### src/common/sdpc_pkg.sv
// Constants and types shared by the serial resistor control block.
// Operation
// - Host shifts complete ten-bit words; device accepts.
// - Two address bits then eight code bits, MSB first.
// - Channel equals high bit times two plus low.
// - Channels updated one per word, any order.
// - Serial clock runs up to 10 MHz.
// - No power-up preset beyond the reset input.
// - Midscale reset sets every latch to 128.
// - Shutdown opens high ends, wipers to low ends.
// - Shutdown keeps latches; codes return afterwards.
// - Serial input works in shutdown; output disabled.
// - Codes written in shutdown apply after release.
// - Eight-bit code selects one of 256 taps.
// - Code zero nearest low end, 255 at top.
// - Each channel has its own independent latch.
// - Select low shifts one bit per rising clock.
// - Select rising edge decodes address, loads latch.
// - Latch receives the last eight shifted bits.
// - Midscale reset loads hexadecimal 80 into all four latches.
package sdpc_pkg;
    localparam int WORD_BITS = 10;
    localparam int CODE_BITS = 8;
    localparam int ADDR_BITS = 2;
    localparam int CHANNELS = 4;
    localparam int TAPS = 256;
    localparam int ADDR_HI_POS = 9;
    localparam int ADDR_LO_POS = 8;
    localparam int CODE_MSB_POS = 7;
    localparam int CODE_LSB_POS = 0;
    localparam logic [7:0] MIDSCALE_CODE = 8'h80;
    localparam logic [9:0] SHIFT_RESET = 10'h000;
    localparam int SCLK_MAX_MHZ = 10;
    localparam int REF_CLK_MHZ = 250;
    // Fewest reference cycles per serial clock half period at top speed.
    localparam int SCLK_HALF_CYCLES = REF_CLK_MHZ / (2 * SCLK_MAX_MHZ);
    typedef logic [7:0] sdpc_code_t;
    typedef logic [255:0] sdpc_taps_t;
endpackage

### src/common/sdpc_link_if.sv
// Synchronised serial pin events passed between the block's modules.
`timescale 1ns/1ns
`default_nettype none
interface sdpc_link_if;
    logic sclk_rise;
    logic sel_low;
    logic sel_rise;
    logic data;
    modport front (output sclk_rise, output sel_low, output sel_rise,
                   output data);
    modport core (input sclk_rise, input sel_low, input sel_rise,
                  input data);
endinterface
`default_nettype wire

### src/rtl/sdpc_pin_sync.sv
// Two-stage pin synchronisers and edge finders for the serial pins.
`timescale 1ns/1ns
`default_nettype none
module sdpc_pin_sync (
    // Clock and reset.
    input wire logic ref_clk_i,
    input wire logic rst_n_i,
    // Raw serial pins.
    input wire logic sclk_i,
    input wire logic sel_n_i,
    input wire logic serial_in_pin_i,
    // Events towards the shift logic.
    sdpc_link_if.front link
);
    logic [2:0] sclk_r;
    logic [2:0] sel_r;
    logic [1:0] din_r;

    // Stage one feeds only stage two; stage three finds edges.
    always_ff @(posedge ref_clk_i or negedge rst_n_i) begin
        if (!rst_n_i) begin
            sclk_r <= 3'h0;
            sel_r <= 3'h7;
            din_r <= 2'h0;
        end else begin
            sclk_r <= {sclk_r[1:0], sclk_i};
            sel_r <= {sel_r[1:0], sel_n_i};
            din_r <= {din_r[0], serial_in_pin_i};
        end
    end

    // Data is taken on the same synchronised edge as the clock.
    assign link.sclk_rise = sclk_r[1] & ~sclk_r[2];
    assign link.sel_low = ~sel_r[1];
    assign link.sel_rise = sel_r[1] & ~sel_r[2];
    assign link.data = din_r[1];
endmodule
`default_nettype wire

### src/rtl/sdpc_tap_decode.sv
// One-hot decoder from an eight-bit code to one of 256 taps.
`timescale 1ns/1ns
`default_nettype none
module sdpc_tap_decode (
    // Code in.
    input wire sdpc_pkg::sdpc_code_t code_i,
    // One-hot tap select, bit 0 nearest the low end.
    output logic [sdpc_pkg::TAPS-1:0] taps_o
);
    // Each tap bit compares against its own index.
    for (genvar t = 0; t < sdpc_pkg::TAPS; t++) begin : g_tap
        assign taps_o[t] = (code_i == 8'(t));
    end
endmodule
`default_nettype wire

### src/rtl/sdpc_top.sv
// Serial controlled four-channel resistor code latches and tap select.
`timescale 1ns/1ns
`default_nettype none
module sdpc_top (
    // Clock and reset.
    input wire logic ref_clk_i,
    input wire logic rst_n_i,
    // Serial link pins.
    input wire logic sclk_i,
    input wire logic sel_n_i,
    input wire logic serial_in_pin_i,
    output logic serial_out_pin_o,
    output logic serial_out_pin_oe_o,
    // Control pins.
    input wire logic midscale_reset_n_i,
    input wire logic power_down_n_i,
    // Channel state.
    output logic [31:0] resistor_code_latch_o,
    output logic [3:0] high_end_open_o,
    output logic [3:0] wiper_to_low_o,
    output logic [1023:0] wiper_tap_o
);
    sdpc_link_if link ();
    logic [9:0] shift_r;
    logic [9:0] shift_nxt;
    logic [31:0] latch_r;
    logic [1:0] mrst_r;
    logic [1:0] pdn_r;
    logic [1023:0] taps;
    logic out_bit_r;

    sdpc_pin_sync u_sync (
        .ref_clk_i(ref_clk_i),
        .rst_n_i(rst_n_i),
        .sclk_i(sclk_i),
        .sel_n_i(sel_n_i),
        .serial_in_pin_i(serial_in_pin_i),
        .link(link)
    );

    // Control pins pass two flip-flops; the result acts as a level.
    always_ff @(posedge ref_clk_i or negedge rst_n_i) begin
        if (!rst_n_i) begin
            mrst_r <= 2'h0;
            pdn_r <= 2'h0;
        end else begin
            mrst_r <= {mrst_r[0], midscale_reset_n_i};
            pdn_r <= {pdn_r[0], power_down_n_i};
        end
    end

    // Shift in MSB first while select is low, one bit per clock rise.
    always_comb begin
        shift_nxt = shift_r;
        if (link.sel_low && link.sclk_rise) begin
            shift_nxt = {shift_r[8:0], link.data};
        end
    end

    // Shift register; a midscale reset clears it along with the output.
    always_ff @(posedge ref_clk_i or negedge rst_n_i) begin
        if (!rst_n_i) begin
            shift_r <= sdpc_pkg::SHIFT_RESET;
        end else if (!mrst_r[1]) begin
            shift_r <= sdpc_pkg::SHIFT_RESET;
        end else begin
            shift_r <= shift_nxt;
        end
    end

    // Serial output holds the bit leaving the tenth stage.
    always_ff @(posedge ref_clk_i or negedge rst_n_i) begin
        if (!rst_n_i) begin
            out_bit_r <= 1'b0;
        end else if (!mrst_r[1]) begin
            out_bit_r <= 1'b0;
        end else if (link.sel_low && link.sclk_rise) begin
            out_bit_r <= shift_r[sdpc_pkg::ADDR_HI_POS];
        end
    end

    // Open drain driver: pull low for a zero, released in shutdown.
    always_ff @(posedge ref_clk_i or negedge rst_n_i) begin
        if (!rst_n_i) begin
            serial_out_pin_o <= 1'b0;
            serial_out_pin_oe_o <= 1'b0;
        end else begin
            serial_out_pin_o <= 1'b0;
            serial_out_pin_oe_o <= pdn_r[1] && !out_bit_r;
        end
    end

    // Per-channel latches, loaded on select rising; reset wins.
    for (genvar c = 0; c < sdpc_pkg::CHANNELS; c++) begin : g_ch
        always_ff @(posedge ref_clk_i or negedge rst_n_i) begin
            if (!rst_n_i) begin
                latch_r[c*8 +: 8] <= sdpc_pkg::MIDSCALE_CODE;
            end else if (!mrst_r[1]) begin
                latch_r[c*8 +: 8] <= sdpc_pkg::MIDSCALE_CODE;
            end else if (link.sel_rise &&
                         shift_r[9:8] == 2'(c)) begin
                latch_r[c*8 +: 8] <= shift_r[7:0];
            end
        end

        sdpc_tap_decode u_dec (
            .code_i(latch_r[c*8 +: 8]),
            .taps_o(taps[c*256 +: 256])
        );

        // Shutdown forces wiper low and opens high end; latch kept.
        always_ff @(posedge ref_clk_i or negedge rst_n_i) begin
            if (!rst_n_i) begin
                high_end_open_o[c] <= 1'b1;
                wiper_to_low_o[c] <= 1'b1;
                wiper_tap_o[c*256 +: 256] <= 256'h1;
            end else begin
                high_end_open_o[c] <= !pdn_r[1];
                wiper_to_low_o[c] <= !pdn_r[1];
                wiper_tap_o[c*256 +: 256] <= pdn_r[1] ?
                    taps[c*256 +: 256] : 256'h1;
            end
        end
    end

    // Latch contents shown to the outside.
    always_ff @(posedge ref_clk_i or negedge rst_n_i) begin
        if (!rst_n_i) begin
            resistor_code_latch_o <=
                {sdpc_pkg::CHANNELS{sdpc_pkg::MIDSCALE_CODE}};
        end else begin
            resistor_code_latch_o <= latch_r;
        end
    end
endmodule
`default_nettype wire

### config.mk
export PLATFORM = sky130hd
export DESIGN_NAME = sdpc_top
export DESIGN_NICKNAME = d
export VERILOG_FILES = /design/src/common/sdpc_pkg.sv /design/src/common/sdpc_link_if.sv /design/src/rtl/sdpc_pin_sync.sv /design/src/rtl/sdpc_tap_decode.sv /design/src/rtl/sdpc_top.sv
export SDC_FILE = /design/constraint.sdc
export NUM_CORES = 1
export LEC_CHECK = 0
export ABC_AREA = 1
export BUFFER_PORTS_ARGS = -buffer_cell sky130_fd_sc_hd__buf_4
export CAP_MARGIN = 20
export CORE_AREA = 10 10 404 406
export DETAILED_ROUTE_END_ITERATION = 12
export DIE_AREA = 0 0 414 416
export PLACE_DENSITY = 0.5
export SYNTH_ARGS = -nofsm -noshare
export SYNTH_HDL_FRONTEND = slang
export SYNTH_HIERARCHICAL = 1
export SYNTH_SLANG_ARGS = --single-unit
export TNS_END_PERCENT = 20
### constraint.sdc
create_clock -name ref_clk_i -period 2.8 [get_ports ref_clk_i]
set_input_delay 0 -clock ref_clk_i [delete_from_list [all_inputs] [get_ports ref_clk_i]]
set_output_delay 0 -clock ref_clk_i [all_outputs]
set_load 0.02 [all_outputs]
==> impl_metrics.ini <==
[status]
status = complete, no violations

[setup_path]
endpoint_kind = flip-flop
crit_path_start_kind = flip-flop
cp.required_ns = 3.50
r2r_end = wiper_tap_o[553]$_DFF_PN0_
r2r-start = latch_r[16]$_DFFE_PN0P_
crit_family = simple AND/OR/NAND/NOR gates
crit_fanout = 16
worst_ep_arrival_time_ns = 2.78
rr_worst_depth = 6
path_buf_inv = 2
reg2reg_slack_ns = 0.72
cp_slowest_stage_delay_ns = 0.61
critPathKind = flip-flop to flip-flop
crit_path_top_delay_cell = nand2_1
worstPathCellList = inv_1 -> nor2_1 -> nand2_1 -> nor2_1 -> nand2_1 -> inv_1

[synthesis]
synth_edf_count = 0
yosysWarnings = 6
synthCells = 4830
synth_top_area_frac = 0.645
synth.most_common_cell = nand2_1
synth_ff_type = dfrtp_1
ys_ff_latch = 1113
synth_largest_area_cell = dfrtp_1
synth_common_cells = nand2_1, dfrtp_1, inv_1
synth_seq_area_share = 0.655
synth_fp_nets = 4837
ys_types = 19
syn_area_per_cell_um2 = 8.81
synthTopCellsByArea = dfrtp_1, nand2_1, inv_1
syn_area_um2 = 42600
async_flop_share = 1.00

[clock_tree]
htreeDepth = 4
cts_root_buf = clkbuf_16
cts_sinks = 1113
cts_made_buffers = 132
clkLatencyLatePin_ns = 0.77
clock_path_buffers = 3
postCtsSetupRepairBufs = 0
cts_tree = done
clk_pin_slew_ns = 0.06

[timing]
post-route-period-util = 0.743
fin_skew_ns = 0.0320
rsz0062_at_grt = false
timing.final.crit_period_ns = 2.08
maxSlewViolCount = 0
finalHoldViolations = 0
timing.fmax_mhz = 481
setup_viol = 0
max_slew_margin = 0.207
setup_slack_ns = 0.720
tns_ns = 0
worst_pin_slew_ns = 1.19

[power]
p_per_area_nw_per_um2 = 604
p_leak_uw = 0.0364
max-vdd-ir-drop_mv = 0.512

[drt]
wl_per_cell_um = 21.8
drt_iter0_drc = 2626
drc_errors = 0
firstDrtPassIters = 5
viasPerCell = 4.12
drtAntennaViolNets = 0
routed_wl_um = 175000
route.vias.total = 33127

[run]
cap_violations = 0

[global_route]
grt_antenna_before_repair = 5
globalRoute.totalOverflow = 0
grt_pass1_wl_um = 248000
grt_use_total = 0.197
grt_pass1_vias = 33174
grt_max_degree = 184

[place]
io_buffers = 1071
dpl.cell_count = 7788
place_ws_ns = 0.641
place.detailed.hpwl_um = 124000
gp_congestion = 0.819

[finish]
layout-drive-gt1-share = 0.233
n_fill_cell = 15891
final_nets = 5883
stdcell_count = 8044
area_delta_synth_final_pct = 34.5

[floorplanning]
die_w_um = 414
dieArea_um2 = 172000
ioPinCount = 1073
dieHeight_um = 416
rows = 145
initial_core_util = 0.274
core_area_um2 = 155000

[hold_path]
hold_path.class = primary input to asynchronous set/reset pin
## layer usage
layer | wire length, um | vias up | GRT usage
li1 | - | 15496 | -
met1 | 65900 | 16234 | 0.223
met2 | 89100 | 1120 | 0.348
met3 | 12500 | 277 | 0.0566
met4 | 7730 | 0 | 0.0841
met5 | 0 | - | 0
## registers in the layout (all words and copies together) (netlist names), 2 cells and up
signal,cells
latch_r,32
mrst_r,2
pdn_r,2
resistor_code_latch_o,32
shift_r,10
u_sync/din_r,2
u_sync/sclk_r,3
u_sync/sel_r,3
wiper_tap_o,1024
## tightest hold or removal path, cell delays in order
cell,delay [ns]
dlygate4sd3_1,0.56
buf_8,0.37
buf_12,0.27
## through the flow
stage / util / hold slack [ns] / power [uW] / cell area (um^2)
after global routing: 0.369 / 0.0964 / 35800 / 57300
after floorplan: - / -0.296 / 16900 / 42600
after global placement: 0.339 / 0.0996 / 17500 / 52600
after detailed placement: 0.339 / 0.105 / 17500 / 52600
after CTS: 0.369 / 0.0534 / 35100 / 57300
final: 0.369 / 0.106 / 34600 / 57300
## report_power, final
part | total [uW] | leakage (uW) | switching [uW] | internal, uW
combinational | 970 | 0.0188 | 780 | 190
sequential | 16200 | 0.0155 | 46.3 | 16100
clock | 17400 | 0.00219 | 7130 | 10300
total | 34600 | 0.0364 | 7960 | 26600
## worst max path at each step
stage | from | endpoint | slack, ns | cells after the start
after global placement | latch_r[16]$_DFFE_PN0P_ | wiper_tap_o[553]$_DFF_PN0_ | 0.63 | 6
after floorplan | latch_r[7]$_DFFE_PN1P_ | wiper_tap_o[0]$_DFF_PN1_ | 1.42 | 5
after detailed placement | latch_r[16]$_DFFE_PN0P_ | wiper_tap_o[553]$_DFF_PN0_ | 0.64 | 6
after global routing | latch_r[16]$_DFFE_PN0P_ | wiper_tap_o[553]$_DFF_PN0_ | 0.60 | 6
final | latch_r[16]$_DFFE_PN0P_ | wiper_tap_o[553]$_DFF_PN0_ | 0.72 | 6
after CTS | latch_r[16]$_DFFE_PN0P_ | wiper_tap_o[553]$_DFF_PN0_ | 0.61 | 6
## area by class of cell
class / instances / area [um^2] / area share
antenna: 2 / 5.00 / 0.0000874
clock buffer: 206 / 4010 / 0.0699
clock inverter: 36 / 467 / 0.00815
inverter: 1081 / 4060 / 0.0709
multi-input combinational: 2377 / 9050 / 0.158
sequential: 1113 / 27900 / 0.487
tap: 2058 / 2570 / 0.0450
timing repair buffer: 1171 / 9220 / 0.161
## what timing repair did
item,in CTS,in global routing
hold endpoints to repair,644,0
hold buffers,12,0
resized for setup,0,0
## cells by family (layout without fill, tap and decap cells)
group / Yosys count / after routing / synth area share
other cells: 1 / 3 / 0.0000881
buf+inv: 1340 / 2494 / 0.133
simple gates: 2358 / 2358 / 0.210
compound gates: 18 / 18 / 0.00212
flops: 1113 / 1113 / 0.655
## cells in the final DEF (no fill, tap or decap), drive strengths merged, types with 7 or more instances in the layout
master | Yosys | final
nand2 | 1232 | 1232
nor2 | 1076 | 1076
buf | 258 | 1160
nand3 | 39 | 39
nand4 | 7 | 7
clkinv | 0 | 26
o21ai | 18 | 18
inv | 1081 | 1086
clkbuf | 1 | 206
dfrtp | 1097 | 1097
dfstp | 16 | 16
dlygate4sd3 | 0 | 11
No activity file was read; power rests on OpenSTA's default activity.
